File: src/hw/uas_cfg.svh
// Register offsets, field positions, reset values and timing counts of the serial port
`ifndef UAS_CFG_SVH
`define UAS_CFG_SVH

// ==========================================================
// Register offsets (word index on the register port)
`define UAS_OFF_STA 4'h0
`define UAS_OFF_MODE 4'h1
`define UAS_OFF_BRG 4'h2
`define UAS_OFF_TXD 4'h3
`define UAS_OFF_RXD 4'h4

// ==========================================================
// Field positions of the status and control register
`define UAS_B_TXISEL1 15
`define UAS_B_TXINV 14
`define UAS_B_TXISEL0 13
`define UAS_B_BRK 11
`define UAS_B_TXEN 10
`define UAS_B_TXBF 9
`define UAS_B_TX_ALL_EMPTY_FLAG 8
`define UAS_B_RXISEL1 7
`define UAS_B_RXISEL0 6
`define UAS_B_ADDRESS_DETECT_ON 5
`define UAS_B_RX_LINE_IDLE_FLAG 4
`define UAS_B_PARITY_ERROR_FLAG 3
`define UAS_B_FRAMING_ERROR_FLAG 2
`define UAS_B_OVERRUN_ERROR_FLAG 1
`define UAS_B_RX_DATA_AVAILABLE_FLAG 0

// ==========================================================
// Reset values
`define UAS_BRG_RST 16'h0000
`define UAS_MODE_RST 8'h00

// ==========================================================
// Timing counts: ticks of the 16x baud clock, break bits, sync falls; then buffer depth
`define UAS_TICK_LAST 4'hF
`define UAS_TICK_MID 4'h7
`define UAS_IR_PULSE 4'h3
`define UAS_BRK_BITS 4'hC
`define UAS_AB_FALLS 3'h4
`define UAS_FIFO_DEPTH 3'h4

`endif

File: src/hw/uas_pkg.sv
// Types shared by the serial port modules
package uas_pkg;

  // Bit phase of a frame, Gray coded along the usual path
  typedef enum logic [2:0] {
    UAS_IDLE = 3'h0,
    UAS_START = 3'h1,
    UAS_DATA = 3'h3,
    UAS_PAR = 3'h2,
    UAS_STOP1 = 3'h6,
    UAS_STOP2 = 3'h7
  } uas_bit_e;

  // One received character with its error marks
  typedef struct packed {
    logic framing_error_flag;
    logic parity_error_flag;
    logic [8:0] data;
  } uas_rx_word_s;

  // Writable fields of the status and control register
  typedef struct packed {
    logic [1:0] txisel;
    logic txinv;
    logic brk;
    logic txen;
    logic [1:0] rxisel;
    logic address_detect_on;
    logic overrun_error_flag;
  } uas_sta_s;

  // Mode register, bit 0 first from the right
  typedef struct packed {
    logic infrared_coding_on;
    logic abaud;
    logic flow;
    logic loop;
    logic stop2;
    logic par_odd;
    logic par_en;
    logic nine;
  } uas_mode_s;

  // Whole state of the port
  typedef struct packed {
    uas_sta_s sta;
    uas_mode_s mode;
    logic [15:0] brg;
    uas_bit_e tstate;
    logic [8:0] tsh;
    logic [3:0] tcnt;
    logic [3:0] tbit;
    logic tbrk;
    logic tpar;
    logic traw;
    uas_bit_e rstate;
    logic [8:0] rsh;
    logic [3:0] rcnt;
    logic [3:0] rbit;
    logic rperr;
    logic rprev;
    logic [19:0] abcnt;
    logic [2:0] abfall;
    logic [15:0] rdata;
    logic txo;
    logic txoe_n;
    logic rts_n;
    logic txirq;
    logic rxirq;
    logic bclk;
  } uas_main_s;

endpackage

File: src/hw/uas_fifo.sv
// Four-deep first-in first-out character buffer
`timescale 1ns/100ps
`default_nettype none
`include "uas_cfg.svh"
module uas_fifo #(
  parameter int W = 11
) (
  input wire logic sys_clk,
  input wire logic rst,
  input wire logic flush,
  input wire logic push,
  input wire logic [W-1:0] wdata,
  input wire logic pop,
  output logic [W-1:0] rdata,
  output logic full,
  output logic empty,
  output logic [2:0] count
);
  typedef struct packed {
    logic [3:0][W-1:0] mem;
    logic [1:0] wp;
    logic [1:0] rp;
    logic [2:0] cnt;
  } uas_fifo_s;
  uas_fifo_s q, d;
  logic do_push, do_pop;

  // Status seen by both sides
  assign full = (q.cnt == `UAS_FIFO_DEPTH);
  assign empty = (q.cnt == 3'h0);
  assign count = q.cnt;
  assign rdata = q.mem[q.rp];

  // Next state; full refuses a push, empty refuses a pop
  always_comb begin
    d = q;
    do_push = push && !full;
    do_pop = pop && !empty;
    if (do_push) begin
      d.mem[q.wp] = wdata;
      d.wp = q.wp + 2'h1;
    end
    if (do_pop) begin
      d.rp = q.rp + 2'h1;
    end
    d.cnt = q.cnt + {2'h0, do_push} - {2'h0, do_pop};
    if (flush) begin
      d.wp = 2'h0;
      d.rp = 2'h0;
      d.cnt = 3'h0;
    end
  end

  // State register
  always_ff @(posedge sys_clk) begin
    if (rst) begin
      q <= '0;
    end else begin
      q <= d;
    end
  end
endmodule
`default_nettype wire

File: src/hw/uas_baud.sv
// Baud prescaler giving one tick per sixteenth of a bit and the 16x clock
`timescale 1ns/100ps
`default_nettype none
module uas_baud (
  input wire logic sys_clk,
  input wire logic rst,
  input wire logic [15:0] brg,
  output logic tick,
  output logic clk16
);
  typedef struct packed {
    logic [15:0] cnt;
    logic tick;
    logic clk16;
  } uas_baud_s;
  uas_baud_s q, d;

  assign tick = q.tick;
  assign clk16 = q.clk16;

  // Count brg+1 system clocks per tick; high for the first half of each period
  always_comb begin
    d = q;
    d.tick = 1'b0;
    if (q.cnt >= brg) begin
      d.cnt = 16'h0000;
      d.tick = 1'b1;
    end else begin
      d.cnt = q.cnt + 16'h0001;
    end
    d.clk16 = (d.cnt <= {1'b0, brg[15:1]});
  end

  // State register
  always_ff @(posedge sys_clk) begin
    if (rst) begin
      q <= '0;
    end else begin
      q <= d;
    end
  end
endmodule
`default_nettype wire

File: src/hw/uas_serial_port.sv
// Full-duplex asynchronous serial port with status, buffers and baud generator
// Function
// - Full duplex, eight or nine data bits
// - Eight-bit frames: even, odd or no parity
// - One or two stop bits per frame
// - Bit timing from sixteen-bit baud prescaler
// - Transmit buffer holds four characters
// - Receive buffer holds four characters
// - Report parity, framing and overrun errors
// - Ninth bit one marks address character
// - Loopback routes transmit back to receiver
// - Measure sync character, set baud automatically
// - Output clock at sixteen times baud
// - Clear-to-send and request-to-send pace transfers
// - Transmit interrupt select: load, done, empty
// - Polarity bit sets transmit idle level
// - Break: start, twelve zeros, stop, self-clearing
// - Transmit enable owns pin; clearing aborts
// - Buffer full flag at bit nine
// - All-empty flag at bit eight
// - Receive interrupt at one, three or four
`timescale 1ns/100ps
`default_nettype none
`include "uas_cfg.svh"
module uas_serial_port (
  input wire logic sys_clk,
  input wire logic rst,
  input wire logic [3:0] reg_addr,
  input wire logic [15:0] reg_wdata,
  input wire logic reg_wr,
  input wire logic reg_rd,
  output var logic [15:0] reg_rdata,
  output var logic serial_tx_pin,
  output var logic serial_tx_oe_n,
  input wire logic serial_rx_pin,
  input wire logic clear_to_send_in_n,
  output var logic request_to_send_out_n,
  output var logic baud_x16_clk,
  output var logic tx_irq,
  output var logic rx_irq
);
  import uas_pkg::*;

  // ==========================================================
  // Declarations
  uas_main_s q, d;
  logic tick, clk16;
  logic tf_push, tf_pop, tf_full, tf_empty;
  logic [2:0] tf_cnt, rf_cnt;
  logic [8:0] tf_head;
  logic rf_push, rf_pop, rf_full, rf_empty;
  uas_rx_word_s rf_in, rf_head;
  logic rx_line, t_end, r_end, r_mid;
  logic [3:0] tx_nbits, rx_nbits;
  logic [8:0] rx_word;
  logic ir_pulse;

  localparam uas_main_s UAS_MAIN_RST = '{
    mode: `UAS_MODE_RST,
    brg: `UAS_BRG_RST,
    tstate: UAS_IDLE,
    rstate: UAS_IDLE,
    traw: 1'b1,
    rprev: 1'b1,
    txo: 1'b1,
    txoe_n: 1'b1,
    default: '0
  };

  // Parity bit for eight data bits, even or odd
  function automatic logic par_of(input logic [7:0] v, input logic odd);
    par_of = (^v) ^ odd;
  endfunction

  // ==========================================================
  // Buffers and baud generator
  uas_fifo #(.W(9)) u_tx_fifo (
    .sys_clk(sys_clk),
    .rst(rst),
    .flush(!q.sta.txen),
    .push(tf_push),
    .wdata(reg_wdata[8:0]),
    .pop(tf_pop),
    .rdata(tf_head),
    .full(tf_full),
    .empty(tf_empty),
    .count(tf_cnt)
  );

  uas_fifo #(.W(11)) u_rx_fifo (
    .sys_clk(sys_clk),
    .rst(rst),
    .flush(1'b0),
    .push(rf_push),
    .wdata(rf_in),
    .pop(rf_pop),
    .rdata(rf_head),
    .full(rf_full),
    .empty(rf_empty),
    .count(rf_cnt)
  );

  uas_baud u_baud (
    .sys_clk(sys_clk),
    .rst(rst),
    .brg(q.brg),
    .tick(tick),
    .clk16(clk16)
  );

  // Receiver input, internal transmit line in loopback
  assign rx_line = q.mode.loop ? q.traw : serial_rx_pin;
  assign t_end = tick && (q.tcnt == `UAS_TICK_LAST);
  assign r_end = tick && (q.rcnt == `UAS_TICK_LAST);
  assign r_mid = tick && (q.rcnt == `UAS_TICK_MID);
  assign tx_nbits = q.tbrk ? `UAS_BRK_BITS : (q.mode.nine ? 4'h9 : 4'h8);
  assign rx_nbits = q.mode.nine ? 4'h9 : 4'h8;
  assign rx_word = q.mode.nine ? q.rsh : {1'b0, q.rsh[8:1]};

  // ==========================================================
  // Next state
  always_comb begin
    d = q;
    d.rdata = 16'h0000;
    d.txirq = 1'b0;
    d.rxirq = 1'b0;
    d.bclk = clk16;
    tf_push = 1'b0;
    tf_pop = 1'b0;
    rf_push = 1'b0;
    rf_pop = 1'b0;
    rf_in = '{framing_error_flag: ~rx_line, parity_error_flag: q.rperr, data: rx_word};
    ir_pulse = 1'b0;

    // Register writes
    if (reg_wr) begin
      if (reg_addr == `UAS_OFF_STA) begin
        d.sta.txisel = {reg_wdata[`UAS_B_TXISEL1], reg_wdata[`UAS_B_TXISEL0]};
        d.sta.txinv = reg_wdata[`UAS_B_TXINV];
        d.sta.brk = reg_wdata[`UAS_B_BRK];
        d.sta.txen = reg_wdata[`UAS_B_TXEN];
        d.sta.rxisel = {reg_wdata[`UAS_B_RXISEL1], reg_wdata[`UAS_B_RXISEL0]};
        d.sta.address_detect_on = reg_wdata[`UAS_B_ADDRESS_DETECT_ON];
        if (!reg_wdata[`UAS_B_OVERRUN_ERROR_FLAG]) begin
          d.sta.overrun_error_flag = 1'b0;
        end
      end else if (reg_addr == `UAS_OFF_MODE) begin
        d.mode = reg_wdata[7:0];
      end else if (reg_addr == `UAS_OFF_BRG) begin
        d.brg = reg_wdata;
      end else if (reg_addr == `UAS_OFF_TXD) begin
        tf_push = q.sta.txen;
      end
    end

    // Register reads, data stand one cycle later
    if (reg_rd) begin
      if (reg_addr == `UAS_OFF_STA) begin
        d.rdata[`UAS_B_TXISEL1] = q.sta.txisel[1];
        d.rdata[`UAS_B_TXINV] = q.sta.txinv;
        d.rdata[`UAS_B_TXISEL0] = q.sta.txisel[0];
        d.rdata[`UAS_B_BRK] = q.sta.brk;
        d.rdata[`UAS_B_TXEN] = q.sta.txen;
        d.rdata[`UAS_B_TXBF] = tf_full;
        d.rdata[`UAS_B_TX_ALL_EMPTY_FLAG] = (q.tstate == UAS_IDLE) && tf_empty;
        d.rdata[7:6] = q.sta.rxisel;
        d.rdata[`UAS_B_ADDRESS_DETECT_ON] = q.sta.address_detect_on;
        d.rdata[`UAS_B_RX_LINE_IDLE_FLAG] = (q.rstate == UAS_IDLE);
        d.rdata[`UAS_B_PARITY_ERROR_FLAG] = !rf_empty && rf_head.parity_error_flag;
        d.rdata[`UAS_B_FRAMING_ERROR_FLAG] = !rf_empty && rf_head.framing_error_flag;
        d.rdata[`UAS_B_OVERRUN_ERROR_FLAG] = q.sta.overrun_error_flag;
        d.rdata[`UAS_B_RX_DATA_AVAILABLE_FLAG] = !rf_empty;
      end else if (reg_addr == `UAS_OFF_MODE) begin
        d.rdata = {8'h00, q.mode};
      end else if (reg_addr == `UAS_OFF_BRG) begin
        d.rdata = q.brg;
      end else if (reg_addr == `UAS_OFF_RXD) begin
        d.rdata = {7'h00, rf_head.data};
        rf_pop = 1'b1;
      end
    end

    // Transmitter frame sequence
    if (tick) begin
      d.tcnt = q.tcnt + 4'h1;
    end
    case (q.tstate)
      UAS_IDLE: begin
        d.tcnt = 4'h0;
        // Start only on a tick, and only with clear-to-send when pacing is on
        if (q.sta.txen && tick && (!q.mode.flow || !clear_to_send_in_n)) begin
          if (q.sta.brk) begin
            d.tbrk = 1'b1;
            d.tsh = 9'h000;
            d.tstate = UAS_START;
          end else if (!tf_empty) begin
            tf_pop = 1'b1;
            d.tsh = tf_head;
            d.tpar = par_of(tf_head[7:0], q.mode.par_odd);
            d.tstate = UAS_START;
            if (q.sta.txisel == 2'h0 || (q.sta.txisel == 2'h2 && tf_cnt == 3'h1)) begin
              d.txirq = 1'b1;
            end
          end
        end
      end
      UAS_START: begin
        if (t_end) begin
          d.tstate = UAS_DATA;
          d.tbit = 4'h0;
        end
      end
      UAS_DATA: begin
        if (t_end) begin
          d.tsh = {1'b0, q.tsh[8:1]};
          d.tbit = q.tbit + 4'h1;
          if (q.tbit == tx_nbits - 4'h1) begin
            d.tstate = (q.mode.par_en && !q.mode.nine && !q.tbrk) ? UAS_PAR : UAS_STOP1;
          end
        end
      end
      UAS_PAR: begin
        if (t_end) begin
          d.tstate = UAS_STOP1;
        end
      end
      UAS_STOP1, UAS_STOP2: begin
        if (t_end) begin
          if (q.tstate == UAS_STOP1 && q.mode.stop2) begin
            d.tstate = UAS_STOP2;
          end else begin
            d.tstate = UAS_IDLE;
            if (q.tbrk) begin
              d.tbrk = 1'b0;
              d.sta.brk = 1'b0;
            end
            if (q.sta.txisel == 2'h1 && tf_empty) begin
              d.txirq = 1'b1;
            end
          end
        end
      end
      default: begin
        d.tstate = UAS_IDLE;
      end
    endcase

    // Disabling the transmitter drops the frame in flight
    if (!q.sta.txen) begin
      d.tstate = UAS_IDLE;
      d.tbrk = 1'b0;
    end

    // Serial level of the frame, polarity and infrared coding on the pin
    case (d.tstate)
      UAS_START: d.traw = 1'b0;
      UAS_DATA: d.traw = !d.tbrk && d.tsh[0];
      UAS_PAR: d.traw = d.tpar;
      default: d.traw = 1'b1;
    endcase
    ir_pulse = !d.traw && (d.tcnt < `UAS_IR_PULSE);
    d.txo = (q.mode.infrared_coding_on ? ir_pulse : d.traw) ^ q.sta.txinv;
    d.txoe_n = !q.sta.txen;

    // Receiver frame sequence
    d.rprev = rx_line;
    if (tick) begin
      d.rcnt = q.rcnt + 4'h1;
    end
    case (q.rstate)
      UAS_IDLE: begin
        d.rcnt = 4'h0;
        if (!q.mode.abaud && tick && !rx_line) begin
          d.rstate = UAS_START;
        end
      end
      UAS_START: begin
        // Confirm the start bit at its middle, else treat as a glitch
        if (r_mid) begin
          d.rcnt = 4'h0;
          d.rbit = 4'h0;
          d.rperr = 1'b0;
          d.rstate = rx_line ? UAS_IDLE : UAS_DATA;
        end
      end
      UAS_DATA: begin
        if (r_end) begin
          d.rsh = {rx_line, q.rsh[8:1]};
          d.rbit = q.rbit + 4'h1;
          if (q.rbit == rx_nbits - 4'h1) begin
            d.rstate = (q.mode.par_en && !q.mode.nine) ? UAS_PAR : UAS_STOP1;
          end
        end
      end
      UAS_PAR: begin
        if (r_end) begin
          d.rperr = rx_line != par_of(q.rsh[8:1], q.mode.par_odd);
          d.rstate = UAS_STOP1;
        end
      end
      UAS_STOP1: begin
        // One stop bit is checked; a second one simply reads as idle
        if (r_end) begin
          d.rstate = UAS_IDLE;
          if (q.sta.overrun_error_flag) begin
            rf_push = 1'b0;
          end else if (q.sta.address_detect_on && q.mode.nine && !rx_word[8]) begin
            rf_push = 1'b0;
          end else if (rf_full) begin
            d.sta.overrun_error_flag = 1'b1;
          end else begin
            rf_push = 1'b1;
            if (!q.sta.rxisel[1] || (q.sta.rxisel[0] ? rf_cnt == 3'h3 : rf_cnt == 3'h2)) begin
              d.rxirq = 1'b1;
            end
          end
        end
      end
      default: begin
        d.rstate = UAS_IDLE;
      end
    endcase

    // Automatic baud: eight bit times span five falling edges of 0x55
    if (q.mode.abaud) begin
      d.abcnt = q.abcnt + 20'h00001;
      if (q.rprev && !rx_line) begin
        d.abfall = q.abfall + 3'h1;
        // Count from one so the span holds whole clocks up to the fifth fall
        if (q.abfall == 3'h0) begin
          d.abcnt = 20'h00001;
        end
        if (q.abfall == `UAS_AB_FALLS) begin
          d.brg = {3'h0, q.abcnt[19:7]} - 16'h0001;
          d.mode.abaud = 1'b0;
          d.abfall = 3'h0;
        end
      end
    end else begin
      d.abfall = 3'h0;
    end

    // Request-to-send low while the receive buffer has room
    d.rts_n = q.mode.flow && rf_full;
  end

  // ==========================================================
  // State register and outputs
  always_ff @(posedge sys_clk) begin
    if (rst) begin
      q <= UAS_MAIN_RST;
    end else begin
      q <= d;
    end
  end

  assign reg_rdata = q.rdata;
  assign serial_tx_pin = q.txo;
  assign serial_tx_oe_n = q.txoe_n;
  assign request_to_send_out_n = q.rts_n;
  assign baud_x16_clk = q.bclk;
  assign tx_irq = q.txirq;
  assign rx_irq = q.rxirq;
endmodule
`default_nettype wire

File: config.mk
export PLATFORM = sky130hd
export DESIGN_NAME = uas_serial_port
export DESIGN_NICKNAME = d
export VERILOG_FILES = /design/src/hw/uas_pkg.sv /design/src/hw/uas_fifo.sv /design/src/hw/uas_baud.sv /design/src/hw/uas_serial_port.sv
export VERILOG_INCLUDE_DIRS = /design/src /design/src/hw
export SDC_FILE = /design/constraint.sdc
export NUM_CORES = 1
export LEC_CHECK = 0
export BUFFER_PORTS_ARGS = -buffer_cell sky130_fd_sc_hd__buf_2
export CAP_MARGIN = 20
export CORE_AREA = 2 2 139 141
export DETAILED_ROUTE_END_ITERATION = 7
export DIE_AREA = 0 0 141 143
export PLACE_DENSITY = 0.79
export SETUP_SLACK_MARGIN = 0.05
export SLEW_MARGIN = 40
export SYNTH_ARGS = -nofsm -noshare
export SYNTH_HDL_FRONTEND = slang
export SYNTH_SLANG_ARGS = --single-unit
File: constraint.sdc
create_clock -name sys_clk -period 5.1 [get_ports sys_clk]
set_clock_uncertainty 0.15 [all_clocks]
set_input_delay 0.255 -clock sys_clk [delete_from_list [all_inputs] [get_ports sys_clk]]
set_output_delay 0.255 -clock sys_clk [all_outputs]
set_load 0.02 [all_outputs]
==> flow_summary.toml, run 1 <==
[outcome]
status = "finished clean"

[critical_path]
path_common_cell = "a21o_1"
crit_type = "reg -> reg"
cp.depth = 22
reg2reg_from = "u_baud.q[2]$_SDFF_PP0_"
critPathLaunchType = "flop"
cp_top_family = "compound AO/OA/AOI/OAI gates"
arrival_ns = 4.73
path_max_fanout = 25
path_cells = "inv_1 > ha_1 > nand2b_1 > a21o_1 > a21o_1 > a21o_1 > a21o_1 > a21o_1 > a211oi_1 > o31a_1 > o21ai_2 > buf_4 > nor2_1 > ha_1 > a21o_1 > a21oi_1 > nor2b_1 > o21ai_0 > nand2b_1 > a211oi_1 > o31a_1 > o221a_2"
reg2reg_slack_ns = 0.69
endpoint = "u_baud.clk16$_SDFF_PP0_"
r2r-end = "u_baud.clk16$_SDFF_PP0_"
startpoint = "u_baud.q[2]$_SDFF_PP0_"
cpMaxStageDelayCell = "dfxtp_1"
crit_buf_inv = 2
worstSetupEndpointType = "flop"
cp_data_required_time_ns = 5.42
critPathMaxStageDelay_ns = 0.42
r2r_cells = 22

[sta]
hold-worst-slack_ns = 0.119
final-setup-viol-count = 0
fin_tns_setup_ns = 0
period_needed_ns = 4.41
final.setup.worst_slack_ns = 0.689
finalCritPeriodShare_pct = 86.5
hold_violations = 0
max_freq_mhz = 227
relSlewSlack_pct = 44.9
tightest_slew_ns = 0.826
grt_setup_unrepaired = "no"
maxSlewViolCount = 0

[global_route]
use_met2_pct = 46.0
grt_pass1_wl_mm = 45.1
overflow = 0
met3_usage_pct = 3.12
antenna_found_initial = 0
use_met1_pct = 37.1
track_usage_pct = 27.3
grt_pass1_vias = 9115
top_usage_layer = "met2"
grt_max_degree = 109

[synth]
yosys_warnings = 0
syn-num-nets = 1409
synth_seq_area_share_pct = 41.1
syn-cell-area_mm2 = 0.0114
synth_top_cell_by_area = "dfxtp_1"
synth_enable_flop_cells = 0
postSynthCellCount = 1328
ys_top_cells_by_count = "dfxtp_1, nor2_1, nand2_1"
synth_flop_cell = "dfxtp_1"
synthArstFlopShare_pct = 0
yosysMostFrequentCell = "dfxtp_1"
ys_seq_elements = 235
yosysTopAreaCellShare_pct = 41.1
avgSynthCellArea_um2 = 8.61
synth.area.top_cells = "dfxtp_1, ha_1, nor2_1, nand2_1, a21oi_1"
synth.distinct_cells = 58

[drt]
viasPerCell = 6.05
drt-initial-drc-count = 848
antenna_left = 0
first_pass_iters = 6
wire_per_inst_um = 17.3
routed_wl_mm = 27.4
vias = 9566
drc = 0

[clock_tree]
path_clk_slew_ns = 0.06
cts_setup_buffers = 0
clkLatencyLatePin_ns = 0.52
postCtsHoldBufs = 18
cts_made_buffers = 25
cts-root-buf = "clkbuf_16"
cts_tree = "yes"
h-tree-depth = 1
ctsResizeCount = 0
cts_sinks = 235
cts_buffer_depth = 3

[pwr]
peakVddDrop_mv = 0.284
powerDensity_mw_per_mm2 = 310
p_leak_nw = 4.47

[min_path]
hold_path.class = "in -> reg"

[floorplan]
rows = 50
core_mm2 = 0.0186
die_y_um = 143
die_area_mm2 = 0.0202
start_util_pct = 61.5
fp.dieW_um = 141
pin_count = 48

[place]
hpwl_mm = 18.9
dp_cells = 1519
port_buffers = 47
place_congestion = 0.916
place_ws_ns = 0.778

[cells_and_area]
layout-drive-gt1-share_pct = 9.73
area_growth_pct = 10.5
fin_cells = 1581
n_antenna_cell = 0
nets = 1411

[run]
drv_cap = 0
worst reg2reg max path, cell delays in order, from the launching register on:
cell      delay (ns)
dfxtp_1         0.42
inv_1           0.09
ha_1            0.29
nand2b_1        0.17
a21o_1          0.19
a21o_1          0.17
a21o_1          0.17
a21o_1          0.17
a21o_1          0.18
a211oi_1        0.25
o31a_1          0.17
o21ai_2         0.11
buf_4           0.25
nor2_1          0.15
ha_1            0.25
a21o_1          0.18
a21oi_1         0.14
nor2b_1         0.06
o21ai_0         0.15
nand2b_1        0.07
a211oi_1        0.26
o31a_1          0.17
o221a_2         0.17
worst min-delay path by stage:
stage                                      start                           end  slack, ns  cells after the start
floorplan                           reg_wdata[7]           q[117]$_SDFFE_PP0P_       0.24                      2
global placement    u_tx_fifo.q[16]$_SDFFE_PP0P_  u_tx_fifo.q[16]$_SDFFE_PP0P_       0.29                      2
detailed placement            q[55]$_SDFFE_PP0P_            q[55]$_SDFFE_PP0P_       0.30                      2
CTS                                       reg_wr           q[107]$_SDFFE_PP0P_        0.1                      3
global route                              reg_wr           q[108]$_SDFFE_PP0P_       0.13                      3
finish                                    reg_wr           q[113]$_SDFFE_PP0P_       0.12                      3
kinds of logic after synthesis:
group,share of synthesized area (%)
AO/OA/AOI/OAI,13.1
XOR/XNOR,5.97
AND/OR/NAND/NOR,21.8
buffers and inverters,5.35
adder cells (fa/ha/maj),6.15
multiplexers,6.50
flip-flops,41.1
per-stage QoR:
step | util (%) | total power (W) | instance area, µm²
floorplan | - | 0.00206 | 11400
global placement | 62.6 | 0.00212 | 11600
detailed placement | 62.7 | 0.00213 | 11600
CTS | 68.0 | 0.00394 | 12600
global route | 68.0 | 0.00403 | 12600
finish | 68.0 | 0.00392 | 12600
cells in the final DEF (no fill, tap or decap), types with 37 or more instances in the layout:
master / synthesis / layout
dfxtp_1: 235 / 234
nor2_1: 158 / 157
nand2_1: 150 / 150
a21oi_1: 106 / 106
nand3_1: 79 / 79
ha_1: 53 / 53
buf_2: 9 / 46
inv_1: 43 / 43
xor2_1: 42 / 42
a211oi_1: 37 / 37
per-layer routing:
| metal | wire, µm | share of wire, % | up-vias |
|---|---|---|---|
| met5 | 0 | 0 | - |
| li1 | - | - | 4648 |
| met4 | 745 | 2.7 | 0 |
| met1 | 11900 | 43 | 4541 |
| met2 | 13100 | 48 | 324 |
| met3 | 1610 | 5.9 | 53 |
report_power, final:
part	switching, W	internal, W	total [W]	leakage [nW]
combinational	0.000149	0.0000818	0.000231	2.18
sequential	0.0000190	0.00185	0.00187	1.89
clock	0.000734	0.00108	0.00182	0.393
total	0.000903	0.00302	0.00392	4.47
sequential cells by signal, summed over array words and instances (netlist names):
signal                 cells
tx_irq                     1
reg_rdata                 16
u_baud.q                  16
u_baud.tick                1
baud_x16_clk               1
u_rx_fifo.q               48
q                        101
request_to_send_out_n      1
u_tx_fifo.count            3
u_rx_fifo.count            3
u_tx_fifo.q               40
rx_irq                     1
u_baud.clk16               1
serial_tx_oe_n             1
serial_tx_pin              1
cell type report:
class / count / area [µm²]
inverter: 43 / 161
sequential: 235 / 4710
fill: 1473 / 5940
clock buffer: 34 / 679
multi-input combinational: 949 / 6160
tap: 234 / 293
timing repair buffer: 76 / 504
clock inverter: 10 / 134
Power figures use the tool's default switching activity.
==> run 2: changes to the inputs <==
- CORE_AREA: 2 2 139 141 -> 2 2 155 157
- DIE_AREA: 0 0 141 143 -> 0 0 157 159
- PLACE_DENSITY: 0.79 -> 0.68
- clock period: 5.1 -> 3.6 ns (I/O delays scaled with it)
==> run 2 against run 1 <==
The flow now finishes with violations (negative setup slack). Clock power is 42% higher. Flip-flop and latch count stayed put. Sequential share of layout area is 1.1 points lower. Non-clock buffer count is 30 higher. Sequential power is 42% higher. Global-route usage is 4.9 points lower. Routed wire length is 3.3% higher. Design area is 3.1% higher. Via count is 0.49% lower. Maximum frequency is 13% higher. Critical path type unchanged. Largest cell class unchanged. Largest power group unchanged.
==> flow_summary.toml, run 2 (synthesized netlist as in run 1, its figures left out) <==
[drt]
first_pass_iters = 5
vias = 9519
viasPerCell = 5.60
routed_wl_mm = 28.3
drc = 0
wire_per_inst_um = 16.6
drt-initial-drc-count = 730
antenna_left = 0

[floorplan]
fp.dieW_um = 157
start_util_pct = 49.3
pin_count = 48
rows = 56
die_area_mm2 = 0.0250
core_mm2 = 0.0232
die_y_um = 159

[place]
port_buffers = 47
hpwl_mm = 20.0
place_congestion = 0.867
place_area_mm2 = 0.0119
place_ws_ns = -0.354
dp_cells = 1630

[sta]
hold_violations = 0
relSlewSlack_pct = 45.4
period_needed_ns = 3.89
max_freq_mhz = 257
maxSlewViolCount = 0
finalCritPeriodShare_pct = 108
final-setup-viol-count = 1
grt_setup_unrepaired = "yes"
final.setup.worst_slack_ns = -0.291
tightest_slew_ns = 0.819

[cells_and_area]
area_growth_pct = 14.0
nets = 1442
multi_input_area_mm2 = 0.00619
fin_cells = 1700
largest_reg_flops = 101
final_common_cell = "dfxtp_1"
layout-drive-gt1-share_pct = 12.1
seqCellArea_mm2 = 0.00471
n_fill_cell = 2132
regMostFlops = "q"
largestRegisters = "q: 101 flops, u_rx_fifo.q: 48 flops, u_tx_fifo.q: 40 flops"
final_cell_mix = "dfxtp_1, nor2_1, nand2_1"
final_area_mm2 = 0.0130

[pwr]
p_leak_nw = 4.66
p_int_w = 0.00428
power_frac_seq_pct = 47.4
peakVddDrop_mv = 0.359
pwr-share-comb_pct = 6.4
p_clk_share_pct = 46.2
switchingPower_w = 0.00131
powerDensity_mw_per_mm2 = 429
switching_share_pct = 23.4

[clock_tree]
h-tree-depth = 1
cts_sinks = 235
cts-root-buf = "clkbuf_16"
cts_made_buffers = 26
path_clk_slew_ns = 0.06
cts_buffer_depth = 3
cts_tree = "yes"
clkLatencyLatePin_ns = 0.53

[global_route]
met3_usage_pct = 3.54
top_usage_layer = "met2"
use_met1_pct = 31.6
grt_max_degree = 91
track_usage_pct = 22.4
overflow = 0
use_met2_pct = 35.0
grt_pass1_wl_mm = 45.9
antenna_found_initial = 1
grt_pass1_vias = 9108

[run]
drv_cap = 0

[critical_path]
reg2reg_slack_ns = -0.29
crit_type = "reg -> reg"
critPathLaunchType = "flop"
cp_data_required_time_ns = 3.93
path_max_fanout = 2
worstSetupEndpointType = "flop"
arrival_ns = 4.22

[outcome]
failed_checks = "negative setup slack"
status = "complete, but fails checks"

[min_path]
hold_path.class = "in -> reg"
-- run 2: worst paths after layout --
kind | from | to | depth (start not counted)
setup reg to reg | u_baud.q[2]$_SDFF_PP0_ | u_baud.clk16$_SDFF_PP0_ | 23
setup / recovery | u_baud.q[2]$_SDFF_PP0_ | u_baud.clk16$_SDFF_PP0_ | 23
hold / removal | reg_wr | q[111]$_SDFFE_PP0P_ | 4
hold reg to reg | u_tx_fifo.q[17]$_SDFFE_PP0P_ | u_tx_fifo.q[17]$_SDFFE_PP0P_ | 2
-- run 2: final cells by class --
type | count | area share (%)
Clock buffer | 39 | 5.84
Clock inverter | 8 | 0.499
Timing Repair Buffer | 106 | 5.71
Antenna cell | 1 | 0.0192
Sequential cell | 235 | 36.1
Inverter | 43 | 1.24
Multi-Input combinational cell | 949 | 47.5
Tap cell | 319 | 3.06
-- run 2: power groups by stage --
stage / logic [W] / registers [W] / clock network (W)
2_1_floorplan: 0.000221 / 0.00270 / 0
3_3_place_gp: 0.000317 / 0.00271 / 0
3_5_place_dp: 0.000321 / 0.00271 / 0
4_1_cts: 0.000347 / 0.00265 / 0.00262
5_1_grt: 0.000388 / 0.00265 / 0.00274
6_report: 0.000356 / 0.00265 / 0.00258
-- run 2: critical path, cell delays in order (launching register included) --
cell and delay, ns:
dfxtp_2 0.33, inv_2 0.05, ha_4 0.20, nand2b_4 0.13, a21o_1 0.15, a21o_1 0.15
a21o_1 0.15, a21o_1 0.14, a21o_1 0.16, a211oi_2 0.17, o31a_1 0.16, o21ai_2 0.08
nor2_2 0.09, ha_1 0.24, nor2b_1 0.13, o21a_1 0.16, o21a_1 0.17, o21a_1 0.18
o21a_1 0.17, o21ai_1 0.12, nand2b_1 0.08, a21oi_2 0.15, o31a_1 0.15, o221a_2 0.17
-- run 2: what timing repair did --
item	in CTS	in global routing
buffers inserted	1	0
pin swaps	5	0
endpoints found under the hold margin	73	0
resized for setup	5	1
endpoints found under the setup margin	1	1
hold buffers	21	0
-- run 2: through the flow --
| step | power (W) | hold WS [ns] | util, % | setup TNS (ns) |
|---|---|---|---|---|
| 3_5_place_dp | 0.00303 | 0.297 | 51.5 | -0.354 |
| 4_1_cts | 0.00562 | 0.0572 | 56.1 | -0.277 |
| 5_1_grt | 0.00578 | 0.0853 | 56.2 | -0.440 |
| 6_report | 0.00559 | 0.0848 | 56.2 | -0.291 |
| 3_3_place_gp | 0.00302 | 0.289 | 51.5 | -0.241 |
| 2_1_floorplan | 0.00292 | 0.166 | - | -0.294 |
-- run 2: metal layers --
metal  part of all wire [%]  routed length (µm)
met5                      0                   0
met4                    3.0                 846
met3                    5.4                1510
met2                     45               12800
met1                     46               13100
